<file path="src/common/tqd_pkg.sv">
package tqd_pkg;

    // ------------------------------------------------------------------
    // Descriptor layout
    // ------------------------------------------------------------------
    typedef enum logic [1:0] {
        PART_MIDDLE = 2'b00,
        PART_LAST   = 2'b01,
        PART_FIRST  = 2'b10,
        PART_ONLY   = 2'b11
    } tqd_part_t;

    typedef struct packed {
        logic [1:0] reserved;
        logic [5:0] user_tag;
        logic [7:0] frames;
        logic       cnf_repeat;
        logic       cnf_full;
        logic       cnf_inter;
        logic       cnf_end;
        logic [3:0] rclass;
        logic [7:0] frame_control_field;
    } tqd_word0_t;

    typedef struct packed {
        tqd_part_t   part;
        logic [1:0]  reserved;
        logic [25:0] stream_pointer;
        logic [1:0]  byte_bits;
    } tqd_word1_t;

    // ------------------------------------------------------------------
    // Service and confirmation decode
    // ------------------------------------------------------------------
    typedef enum logic [1:0] {
        TOK_NONE  = 2'b00,
        TOK_NONR  = 2'b01,
        TOK_RESTR = 2'b10,
        TOK_ANY   = 2'b11
    } tqd_tok_t;

    typedef struct packed {
        tqd_tok_t capture;
        tqd_tok_t issue;
        logic     timer_en;
    } tqd_service_t;

    typedef struct packed {
        logic on_exception;
        logic on_complete;
        logic on_intermediate;
        logic full;
        logic repeat_frame;
    } tqd_confirm_t;

    typedef enum logic [1:0] {
        RING_DATA   = 2'b00,
        RING_CLAIM  = 2'b01,
        RING_BEACON = 2'b10
    } tqd_ring_t;

    localparam logic [3:0] CLS_NONE  = 4'h0;
    localparam logic [3:0] CLS_APR1  = 4'h1;
    localparam logic [3:0] CLS_SYNC  = 4'h4;
    localparam logic [3:0] CLS_IMM   = 4'h5;
    localparam logic [3:0] CLS_IMMN  = 4'h6;
    localparam logic [3:0] CLS_IMMR  = 4'h7;
    localparam logic [3:0] CLS_ASYN  = 4'h8;
    localparam logic [3:0] CLS_RBEG  = 4'h9;
    localparam logic [3:0] CLS_RCNT  = 4'hb;
    localparam logic [3:0] CLS_ASYND = 4'hc;
    localparam logic [3:0] CLS_RBEGD = 4'hd;

    localparam logic [7:0] FC_CLAIM  = 8'hc3;
    localparam logic [7:0] FC_BEACON = 8'hc2;

    // ------------------------------------------------------------------
    // Register map
    // ------------------------------------------------------------------
    localparam logic [7:0] REG_CTRL  = 8'h00;
    localparam logic [7:0] REG_ATTN  = 8'h04;
    localparam logic [7:0] REG_DESC0 = 8'h08;
    localparam logic [7:0] REG_DESC1 = 8'h0c;
    localparam logic [7:0] REG_STATE = 8'h10;

    localparam int CTRL_ENABLE = 0;
    localparam int CTRL_ABORT  = 1;
    localparam int ATTN_UNSERV = 0;
    localparam int ATTN_BAD    = 1;
    localparam int ATTN_DONE   = 2;

    localparam logic       CTRL_RESET = 1'b0;
    localparam logic [2:0] ATTN_RESET = 3'h0;

endpackage : tqd_pkg

</file>
<file path="src/verilog/tqd_decode.sv">
// How it works
// - Repeat works only from a first-part descriptor, never from a single-part.
// - Word 0 bits 23..16 hold the frame count; zero is legal.
// - Zero-frame first part: latch fields, drive class, ready low, fetch next.
// - Zero-frame middle part: just fetch the next descriptor.
// - Zero-frame single part: capture token, then pulse final and end request.
// - Zero-frame last part: capture token, pulse final, mark request complete.
// - User tag bits 29..24 come from the first or single-part descriptor.
// - Word 1 bits 27..2 are the stream word address; bits 1..0 unchecked.
// - Part tag 10 first, 00 middle, 01 last, 11 single.
// - Class table: none, priority-one async, async with or without timer.
// - Synchronous class is refused while the beacon latch is set.
// - Restricted classes are refused while any of the three latches is set.
// - Restricted begin waits for a non-restricted token first.
// - Immediate classes only on a non-operational ring, from the FC's state.
// - No confirm bits, or intermediate without end, is a consistency failure.
// - Full alone confirms on exception only.
// - End without full gives transmitter confirm, plus intermediate if set.
// - Full with end gives full confirm, plus intermediate if set.
// - Repeat keeps confirmation behaviour and retransmits the first frame.
// - Class sampled on first or single part; unservable sets the flag.
// - Confirm bits: end 12, intermediate 13, full 14, repeat 15.
//
// Design decisions made here: the address map and strobed register access.
`timescale 1ns/10ps

module tqd_decode (
    // Clock and reset
    input  wire logic                  clk,
    input  wire logic                  rstn,
    // Register port
    input  wire logic [7:0]            reg_addr,
    input  wire logic [31:0]           reg_wdata,
    input  wire logic                  reg_wr,
    input  wire logic                  reg_rd,
    output logic [31:0]                reg_rdata,
    // Descriptor queue
    output logic                       desc_fetch,
    input  wire logic                  desc_valid,
    input  wire tqd_pkg::tqd_word0_t   desc_word0,
    input  wire tqd_pkg::tqd_word1_t   desc_word1,
    // Ring engine
    output logic [3:0]                 request_class_lines,
    output logic                       request_ready_line,
    output logic                       request_final_line,
    output tqd_pkg::tqd_service_t      service,
    input  wire logic                  token_captured,
    input  wire logic                  service_done,
    input  wire logic                  ring_operational,
    input  wire tqd_pkg::tqd_ring_t    ring_state,
    input  wire logic                  beacon_received_latch,
    input  wire logic                  claim_received_latch,
    input  wire logic                  other_station_latch,
    input  wire logic                  nonrestr_token_seen,
    // Request parameters towards the data path
    output logic [25:0]                stream_pointer,
    output logic [7:0]                 frame_count,
    output logic [5:0]                 user_tag,
    output tqd_pkg::tqd_confirm_t      confirm,
    output logic                       request_complete
);
    import tqd_pkg::*;

    // ------------------------------------------------------------------
    // State
    // ------------------------------------------------------------------
    typedef enum logic [2:0] {
        ST_IDLE    = 3'b000,
        ST_FETCH   = 3'b001,
        ST_DECODE  = 3'b010,
        ST_SERVE   = 3'b011,
        ST_CAPTURE = 3'b100,
        ST_FINAL   = 3'b101
    } tqd_state_t;

    tqd_state_t   state;
    tqd_state_t   next_state;
    tqd_word0_t   d0;
    tqd_word1_t   d1;
    logic         ctrl_enable;
    logic [2:0]   attn;
    logic [3:0]   next_class;
    logic         next_ready;
    logic         set_unserv;
    logic         set_bad;
    logic         lead;
    logic         tail;
    logic         cnf_bad;
    logic         ctrl_abort;
    logic         attn_wr;

    assign lead = (d1.part == PART_FIRST) || (d1.part == PART_ONLY);
    assign tail = (d1.part == PART_LAST) || (d1.part == PART_ONLY);
    assign cnf_bad = (!d0.cnf_full && !d0.cnf_inter && !d0.cnf_end)
                   || (d0.cnf_inter && !d0.cnf_end);
    assign ctrl_abort = reg_wr && (reg_addr == REG_CTRL)
                      && reg_wdata[CTRL_ABORT];
    assign attn_wr = reg_wr && (reg_addr == REG_ATTN);

    // ------------------------------------------------------------------
    // Class decode
    // ------------------------------------------------------------------
    // class to token map
    function automatic tqd_service_t svc_of(input logic [3:0] cls);
        tqd_service_t s;
        s = '{capture: TOK_NONE, issue: TOK_NONE, timer_en: 1'b0};
        case (cls)
            CLS_APR1, CLS_ASYN:
                s = '{capture: TOK_NONR, issue: TOK_NONR, timer_en: 1'b1};
            CLS_ASYND:
                s = '{capture: TOK_NONR, issue: TOK_NONR, timer_en: 1'b0};
            CLS_SYNC:
                s = '{capture: TOK_ANY, issue: TOK_ANY, timer_en: 1'b0};
            CLS_IMMN:
                s = '{capture: TOK_NONE, issue: TOK_NONR, timer_en: 1'b0};
            CLS_IMMR:
                s = '{capture: TOK_NONE, issue: TOK_RESTR, timer_en: 1'b0};
            default: begin
                // Restricted group: bit 2 clear keeps the timer on.
                if (cls[3] && (cls[1:0] != 2'b00)) begin
                    s.timer_en = !cls[2];
                    s.capture  = (cls[1:0] == 2'b01) ? TOK_NONR : TOK_RESTR;
                    s.issue    = (cls[1:0] == 2'b10) ? TOK_NONR : TOK_RESTR;
                end
            end
        endcase
        return s;
    endfunction : svc_of

    function automatic logic is_restricted(input logic [3:0] cls);
        return cls[3] && (cls[1:0] != 2'b00);
    endfunction : is_restricted

    function automatic logic class_ok(input logic [3:0] cls,
                                      input logic [7:0] fc);
        tqd_ring_t want;
        logic      ok;
        want = (fc == FC_CLAIM) ? RING_CLAIM
             : (fc == FC_BEACON) ? RING_BEACON : RING_DATA;
        ok = 1'b1;
        if (cls[3:1] == 3'b001) begin
            ok = 1'b0;
        end
        if (cls == CLS_SYNC && beacon_received_latch) begin
            ok = 1'b0;
        end
        if (is_restricted(cls) && (beacon_received_latch
            || claim_received_latch || other_station_latch)) begin
            ok = 1'b0;
        end
        if ((cls >= CLS_IMM) && (cls <= CLS_IMMR)
            && (ring_operational || (ring_state != want))) begin
            ok = 1'b0;
        end
        return ok;
    endfunction : class_ok

    // ------------------------------------------------------------------
    // Request sequencer
    // ------------------------------------------------------------------
    always_comb begin
        next_state = state;
        next_class = request_class_lines;
        set_unserv = 1'b0;
        set_bad    = 1'b0;
        case (state)
            ST_IDLE: begin
                if (ctrl_enable) begin
                    next_state = ST_FETCH;
                end
            end
            ST_FETCH: begin
                if (desc_valid) begin
                    next_state = ST_DECODE;
                end
            end
            ST_DECODE: begin
                if (lead && !class_ok(d0.rclass, d0.frame_control_field)) begin
                    set_unserv = 1'b1;
                    next_state = ST_IDLE;
                end else if (lead && cnf_bad) begin
                    set_bad    = 1'b1;
                    next_state = ST_IDLE;
                end else begin
                    if (lead) begin
                        next_class = d0.rclass;
                    end
                    if (d0.frames != 8'h00) begin
                        next_state = ST_SERVE;
                    end else if (!tail) begin
                        next_state = ST_FETCH;
                    end else begin
                        next_state = ST_CAPTURE;
                    end
                end
            end
            ST_SERVE: begin
                if (request_ready_line && service_done) begin
                    next_state = tail ? ST_FINAL : ST_FETCH;
                end
            end
            ST_CAPTURE: begin
                if (request_ready_line && token_captured) begin
                    next_state = ST_FINAL;
                end
            end
            ST_FINAL: begin
                next_class = CLS_NONE;
                next_state = ctrl_enable ? ST_FETCH : ST_IDLE;
            end
            default: begin
                next_state = ST_IDLE;
            end
        endcase
        if (ctrl_abort) begin
            next_state = ST_IDLE;
        end
        if (next_state == ST_IDLE) begin
            next_class = CLS_NONE;
        end
    end

    always_comb begin
        next_ready = (next_state == ST_SERVE) || (next_state == ST_CAPTURE);
        if (((next_class == CLS_RBEG) || (next_class == CLS_RBEGD))
            && !nonrestr_token_seen) begin
            next_ready = 1'b0;
        end
    end

    always_ff @(posedge clk or negedge rstn) begin
        if (!rstn) begin
            state <= ST_IDLE;
        end else begin
            state <= next_state;
        end
    end

    always_ff @(posedge clk or negedge rstn) begin
        if (!rstn) begin
            request_class_lines <= CLS_NONE;
            request_ready_line  <= 1'b0;
            request_final_line  <= 1'b0;
            request_complete    <= 1'b0;
            desc_fetch          <= 1'b0;
            service             <= '0;
        end else begin
            request_class_lines <= next_class;
            request_ready_line  <= next_ready;
            request_final_line  <= (next_state == ST_FINAL);
            request_complete    <= (next_state == ST_FINAL);
            desc_fetch          <= (next_state == ST_FETCH);
            service             <= svc_of(next_class);
        end
    end

    // ------------------------------------------------------------------
    // Descriptor capture and field latches
    // ------------------------------------------------------------------
    // part tag held with word 1
    always_ff @(posedge clk or negedge rstn) begin
        if (!rstn) begin
            d0 <= '0;
            d1 <= '0;
        end else if (desc_fetch && desc_valid) begin
            d0 <= desc_word0;
            d1 <= desc_word1;
        end
    end

    always_ff @(posedge clk or negedge rstn) begin
        if (!rstn) begin
            stream_pointer <= '0;
            frame_count    <= '0;
            user_tag       <= '0;
            confirm        <= '0;
        end else if (state == ST_DECODE) begin
            stream_pointer <= d1.stream_pointer;
            frame_count    <= d0.frames;
            if (lead) begin
                user_tag <= d0.user_tag;
                confirm.on_exception    <= 1'b1;
                confirm.on_complete     <= d0.cnf_end;
                confirm.on_intermediate <= d0.cnf_inter && d0.cnf_end;
                confirm.full            <= d0.cnf_full;
                confirm.repeat_frame    <= d0.cnf_repeat
                                        && (d1.part == PART_FIRST);
            end
        end
    end

    // ------------------------------------------------------------------
    // Register port
    // ------------------------------------------------------------------
    always_ff @(posedge clk or negedge rstn) begin
        if (!rstn) begin
            ctrl_enable <= CTRL_RESET;
        end else if (reg_wr && (reg_addr == REG_CTRL)) begin
            ctrl_enable <= reg_wdata[CTRL_ENABLE];
        end
    end

    // Hardware set wins over a write-one clear in the same cycle.
    always_ff @(posedge clk or negedge rstn) begin
        if (!rstn) begin
            attn <= ATTN_RESET;
        end else begin
            attn <= (attn & ~(attn_wr ? reg_wdata[2:0] : 3'h0))
                  | {request_complete, set_bad, set_unserv};
        end
    end

    always_ff @(posedge clk or negedge rstn) begin
        if (!rstn) begin
            reg_rdata <= 32'h0;
        end else if (reg_rd) begin
            case (reg_addr)
                REG_CTRL:  reg_rdata <= {31'h0, ctrl_enable};
                REG_ATTN:  reg_rdata <= {29'h0, attn};
                REG_DESC0: reg_rdata <= d0;
                REG_DESC1: reg_rdata <= d1;
                REG_STATE: reg_rdata <= {21'h0, state, request_class_lines,
                                         request_ready_line,
                                         request_final_line, 2'h0};
                default:   reg_rdata <= 32'h0;
            endcase
        end else begin
            reg_rdata <= 32'h0;
        end
    end
endmodule : tqd_decode

</file>
<file path="config.mk">
export PLATFORM = sky130hd
export DESIGN_NAME = tqd_decode
export DESIGN_NICKNAME = d
export VERILOG_FILES = /design/src/common/tqd_pkg.sv /design/src/verilog/tqd_decode.sv
export SDC_FILE = /design/constraint.sdc
export NUM_CORES = 1
export LEC_CHECK = 0
export BUFFER_PORTS_ARGS = -buffer_cell sky130_fd_sc_hd__buf_2
export CORE_MARGIN = 1
export CORE_UTILIZATION = 51
export DETAILED_ROUTE_END_ITERATION = 7
export HOLD_SLACK_MARGIN = 0.02
export MAX_ROUTING_LAYER = met4
export PLACE_DENSITY = 0.77
export SLEW_MARGIN = 20
export SYNTH_ARGS = -nofsm -noshare
export SYNTH_HDL_FRONTEND = slang
export SYNTH_SLANG_ARGS = --single-unit
</file>
<file path="constraint.sdc">
create_clock -name clk -period 2.8 [get_ports clk]
set_input_delay 0.56 -clock clk [delete_from_list [all_inputs] [get_ports clk]]
set_output_delay 0.56 -clock clk [all_outputs]
set_load 0.01 [all_outputs]
</file>
# ---- Yosys cells after proc, flatten, opt, wreduce, memory -nomap -nowiden
# Index checks and enable logic that the tools add are counted.
dict set report word_totals {
  register_bits 160
  in_bits 118
  output_inout_bits 90
  elab_cells 147
}
dict set report op_classes {
  n_lt_le_gt_ge 2
  n_eq_ne 31
  mux 37
  bitwise 3
  reduce_logical 42
}
# cell n
set ops {}
lappend ops {{$pmux W32 S5} 1}
lappend ops {{$mux W3} 11}
lappend ops {{$mux W32} 1}
lappend ops {{$pmux W5 S5} 1}
lappend ops {{$logic_and A1 B1 Y1} 20}
lappend ops {{$pmux W3 S6} 1}
lappend ops {{$eq A4 B3 Y1 const B} 4}
lappend ops {{$eq A4 B4 Y1 const B} 4}
lappend ops {{$eq A8 B4 Y1 const B} 2}
lappend ops {{$eq A8 B8 Y1 const B} 2}
lappend ops {{$mux W4} 4}
lappend ops {{$eq A3 B3 Y1 const B} 4}
lappend ops {{$mux W1} 12}
lappend ops {{$eq A3 B1 Y1 const B} 3}
lappend ops {{$eq A3 B2 Y1 const B} 3}
lappend ops {{$eq A8 B3 Y1 const B} 1}
lappend ops {{$eq A8 B5 Y1 const B} 1}
lappend ops {{$logic_not A8 Y1} 1}
lappend ops {{$logic_or A1 B1 Y1} 8}
lappend ops {{$mux W2} 4}
lappend ops {{$pmux W4 S2} 1}
lappend ops {{$reduce_bool A8 Y1} 1}
lappend ops {{$eq A2 B2 Y1 const B} 3}
lappend ops {{$logic_not A1 Y1} 6}
lappend ops {{other kinds (13)} 16}

# ---- Logic depth before layout (Yosys ltp)
dict set report logic_depth {
  ltp_word 19
  mapped_depth 8
  mapped_depth_nobuf 6
}

# ---- Worst setup path before layout
# OpenSTA, ideal clock, no wires.
dict set report synth_timing {
  path_kind {in2reg}
  startpoint {input reg_addr[1]}
  endpoint {register reg_rdata[19]}
  setup_ns 0.073
  t_arrival_ns 2.171
  required_time_ns 2.727
  setup_slack_ns 0.556
  path_stages 7
  n_path_buf 2
  path_cell_list {or4_1 -> nor3_2 -> and3b_1 -> buf_2 -> buf_2 -> a22oi_1 -> nor2b_1}
}
dict set report synth_between {
  elab_chain_len 3
  word_cells_on_any_way 7
  classes_between {eq/ne: 4; mux: 2; reduce/logical: 1}
}
# item line
set synth_lines {}
lappend synth_lines {{from (decl)} tqd_decode.sv:32} ;# input wire logic [7:0] reg_addr,
lappend synth_lines {{$eq A8 B5 Y1, or another cell as far along} tqd_decode.sv:317} ;# case (reg_addr)
lappend synth_lines {{$pmux W32 S5 (*)} tqd_decode.sv:317}
lappend synth_lines {{$mux W32 (*)} tqd_decode.sv:316} ;# end else if (reg_rd) begin
lappend synth_lines {{to (signal assigned)} tqd_decode.sv:318} ;# REG_CTRL: reg_rdata <= {31'h0, ctrl_enable};
lappend synth_lines {{to (signal assigned)} tqd_decode.sv:319} ;# REG_ATTN: reg_rdata <= {29'h0, attn};
lappend synth_lines {{to (signal assigned)} tqd_decode.sv:322} ;# REG_STATE: reg_rdata <= {21'h0, state, request_class_lines,
lappend synth_lines {{to (decl)} tqd_decode.sv:36} ;# output logic [31:0] reg_rdata,
# Mark *: on every way between the ends. The rest lies on a longest branch, timed or not.
# A chain may end at the register's enable or synchronous reset.

# ---- Worst setup path in the final report
dict set report layout_timing {
  startpoint {register d0[11] (netlist name)}
  endpoint {register request_ready_line}
}
dict set report layout_between {
  elab_chain_len 17
  word_cells_on_any_way 33
  classes_between {order compare: 2; eq/ne: 6; mux: 14; reduce/logical: 11}
}
# item line
set layout_lines {}
lappend layout_lines {{from (decl)} tqd_decode.sv:78} ;# tqd_word0_t d0;
lappend layout_lines {{from (signal assigned)} tqd_decode.sv:266} ;# d0 <= desc_word0;
lappend layout_lines {{$eq A3 B1 Y1 / $eq A4 B3 Y1 (equally long branches)} {tqd_decode.sv:141, tqd_decode.sv:144}}
lappend layout_lines {{$mux W1 / $logic_and A1 B1 Y1 (equally long branches)} {tqd_decode.sv:141, tqd_decode.sv:144}}
lappend layout_lines {{$mux W1} tqd_decode.sv:144} ;# if (cls == CLS_SYNC && beacon_received_latch) begin
lappend layout_lines {{$mux W1} tqd_decode.sv:147} ;# if (is_restricted(cls) && (beacon_received_latch
lappend layout_lines {{$mux W1 (*)} tqd_decode.sv:151} ;# if ((cls >= CLS_IMM) && (cls <= CLS_IMMR)
lappend layout_lines {{$mux W1 (*)} tqd_decode.sv:166} ;# case (state)
lappend layout_lines {{$logic_not A1 Y1 (*)} tqd_decode.sv:178} ;# if (lead && !class_ok(d0.rclass, d0.frame_control_field)) begin
lappend layout_lines {{$logic_and A1 B1 Y1 (*)} tqd_decode.sv:178}
lappend layout_lines {{[3 not listed]} -}
lappend layout_lines {{named net next_state[2]} tqd_decode.sv:77} ;# tqd_state_t next_state;
lappend layout_lines {{$logic_not A3 Y1} tqd_decode.sv:218} ;# if (next_state == ST_IDLE) begin
lappend layout_lines {{$mux W4} tqd_decode.sv:218}
lappend layout_lines {{$eq A4 B4 Y1} tqd_decode.sv:225} ;# if (((next_class == CLS_RBEG) || (next_class == CLS_RBEGD))
lappend layout_lines {{$logic_or A1 B1 Y1} tqd_decode.sv:225}
lappend layout_lines {{$logic_and A1 B1 Y1} tqd_decode.sv:226} ;# && !nonrestr_token_seen) begin
lappend layout_lines {{$mux W1 (*)} tqd_decode.sv:225}
lappend layout_lines {{named net next_ready} tqd_decode.sv:83} ;# logic next_ready;
lappend layout_lines {{to (signal assigned)} tqd_decode.sv:249} ;# request_ready_line <= next_ready;
lappend layout_lines {{to (decl)} tqd_decode.sv:44} ;# output logic request_ready_line,
# The timed path passes the listed nets; every way through them passes the cells marked *. The select of a mux whose other input is x is not followed.

==> results.tsv <==
stage	metric	value	unit
timing	fmax	403	MHz
power	Peak VDD IR	0.664	mV
synth	ys async rst share	100	%
worst_setup_path	WP data required	3.10	ns
timing	RSZ-0062 raised after global routing	false	
synth	Distinct cells, synth	65	
worst_setup_path	CP Max Fanout	9	
finish	final instance area	8560	um2
floorplanning	total I/O pin count	208	
finish	area delta synth->final	25.8	%
run_status	status	finished, final reports clean	
worst_setup_path	slowest CP cell	nor4_1	
worst_setup_path	slowest cell delay on critical path	0.78	ns
synth	Synth top area share	58.8	%
timing	normalized max-slew margin	39.6	%
timing	setup TNS	0	ns
floorplanning	die height	118	um
place	I/O Buffers	178	
clock_tree	total CTS buffers	17	
synth	Post-Syn Area	6810	um2
job	Max-Cap Viols	0	
synth	Synth Flop Type	dfrtp_1	
detailed_routing	via count	4892	
detailed_routing	Post-Route WL	16.3	mm
power	Design Power	9.32	mW
clock_tree	post_cts resized	0	
synth	Synth Instances	513	
timing	max-slew violation count	0	
synth	top-count cell post-synth	dfrtp_1	
worst_setup_path	CP Capture Type	register	
synth	main area contributors after synthesis	dfrtp_1 59%, mux2_2 18%, a22oi_1 3.4%	
detailed_routing	TritonRoute pass-1 iters	5	
finish	# fillers	979	
clock_tree	post-CTS setup buffer count	0	
floorplanning	Die X	118	um
worst_setup_path	critical path cell sequence	nand2b_4 > o21bai_1 > nor4_1 > o31ai_1 > mux2_2 > o41a_1	
timing	final setup fails	0	
finish	Final nets	810	
synth	Mean Syn Cell Area	13.3	um2
timing	skew final	0.00922	ns
timing	final worst path period share	88.5	%
detailed_routing	DR WL/cell	18.6	um
grt	gr usage total	25.5	%
finish	register area	4000	um2
clock_tree	maximum clock path buffer count	2	
detailed_routing	initial DRC count	348	
place	gpl congestion	0.914	
worst_setup_path	critical path class	reg2reg	
timing	Slew @ Worst Pin	0.897	ns
place	DP HPWL	11.6	mm
clock_tree	Clock Latency Late Sink	0.42	ns
grt	initial antenna violation count	2	
floorplanning	die area	13800	um2
synth	flops & latches, synth	160	
worst_setup_path	CP arrival	2.78	ns
synth	syn_nets	631	
power	pwr/cell area	1090	nW/um2
timing	final hold vios	0	
synth	Post-synth EDFFs	0	
clock_tree	CTS tree	done	
clock_tree	Clock Tree Root	clkbuf_16	
floorplanning	Initial Util	53.1	%
grt	largest net degree at the start of global routing	71	
detailed_routing	ANT nets after route	0	
clock_tree	Post-CTS Hold Buffers	0	
worst_setup_path	Startpoint Class	register	
grt	number of global-route vias before repair	5060	
finish	share of post-route cells with drive strength above 1	49.1	%
detailed_routing	DRC viols	0	
grt	total grt overflow	0	
synth	sequential share of the synthesized area	58.8	%
power	leakage power	4.01	nW
floorplanning	Rows	41	
floorplanning	core box area	12800	um2
min_path	worst hold path class	in2async	
place	area post-placement	7910	um2
clock_tree	clock slew at reported path FFs	0.06	ns
timing	Final min period	2.48	ns
clock_tree	H-tree depth	4	
synth	synth warn	0	
detailed_routing	DR vias/cell	5.57	
synth	Post-synth top cells	160 x dfrtp_1, 111 x mux2_2, 31 x a22oi_1, 26 x nor2b_1, 23 x nand2_1	
synth	Yosys top cell by area	dfrtp_1	
grt	first-pass GRT wire length	26.4	mm
clock_tree	clock sink count	160	
finish	multi-input logic area	2650	um2
## flip-flops by register name, indices dropped and copies added, names as in the netlist, 5 cells and up
register / flops
confirm: 5
service: 5
stream_pointer: 26
user_tag: 6
d0: 32
frame_count: 8
reg_rdata: 32
d1: 32
## logic make-up (layout without fill, tap and decap cells)
family	count (synthesis)	count (layout)	synth area share (%)
flip-flops	160	160	58.8
AND/OR/NAND/NOR	119	119	10.1
multiplexers	113	113	18.8
AO/OA/AOI/OAI	86	86	9.60
buffers and inverters	33	225	2.35
XOR/XNOR	2	2	0.257
other	0	2	0
## placed cells by master, fill, tap and decap left out, types with 3 or more instances in the layout
master     Yosys  final
nand2b_1       4      4
clkinv_2       0      3
nand2_1       23     22
nor4_1         4      4
nor4b_1        3      3
and2_1         3      3
nor2b_1       26     26
or3_1          3      3
inv_1          5      5
buf_4          5      6
and3_1         3      3
dfrtp_1      160    160
a31oi_1        3      3
a22oi_1       31     31
nand3_1        8      8
nor3_1         4      4
clkbuf_16      0     17
a21oi_1       14     14
mux2_2       111    111
o21ai_0        5      5
buf_12         0      4
a211oi_1       3      3
clkbuf_1      13      3
o211ai_1       4      4
nor2_1        16     16
nand4_1        4      4
bufinv_16      0      5
buf_2          8    177
## per-stage QoR
stage | hold WS (ns) | setup slack (ns) | std cells | utilization (%)
5_1_grt | 0.190 | 0.164 | 879 | 66.8
4_1_cts | 0.170 | 0.295 | 877 | 66.7
3_3_place_gp | 0.445 | 0.269 | 845 | 61.7
3_5_place_dp | 0.457 | 0.206 | 845 | 61.7
2_1_floorplan | 0.264 | 0.556 | 513 | -
6_report | 0.139 | 0.321 | 879 | 66.8
## layer usage
metal	vias up	GRT usage, %	routed length [um]
li1	2238	-	-
met3	26	7.85	1210
met5	-	-	0
met4	0	9.70	339
met1	2438	31.4	6860
met2	190	39.8	7910
## path summary, 6_finish.rpt
check                                             from                      endpoint  slack (ns)  cells after the start
worst max register to register      d0[11]$_DFFE_PN0P_  request_ready_line$_DFF_PN0_        0.32                      6
min in group clk                         desc_word0[0]             d0[0]$_DFFE_PN0P_        0.37                      2
worst min register to register  confirm[4]$_DFFE_PN0P_        confirm[4]$_DFFE_PN0P_        0.47                      1
max in group asynchronous                         rstn       reg_rdata[28]$_DFF_PN0_        1.95                      2
worst max-delay path                d0[11]$_DFFE_PN0P_  request_ready_line$_DFF_PN0_        0.32                      6
worst min-delay path                              rstn        reg_rdata[2]$_DFF_PN0_        0.14                      1
## power by group
group / switching, mW / internal [mW] / total [mW]
logic: 1.31 / 1.53 / 2.84
registers: 0.745 / 3.22 / 3.96
clock network: 0.885 / 1.63 / 2.51
total: 2.94 / 6.38 / 9.32
## final cells by class
class	count	share of cell area, %
clock buffers	22	5.42
flip-flops and latches	160	46.8
well taps	172	2.51
diodes	2	0.0585
inverters	5	0.219
clock inverters	10	2.12
repair buffers	188	11.9
multi-input cells	320	31.0
## critical path, delay by kind of cell, from the launching register on
kind            cells  cell delay, ns
compound gates      3            0.52
flops               1            0.50
mux                 1            0.34
simple gates        2            0.99
Note: power is estimated with default switching activity, not from simulation.
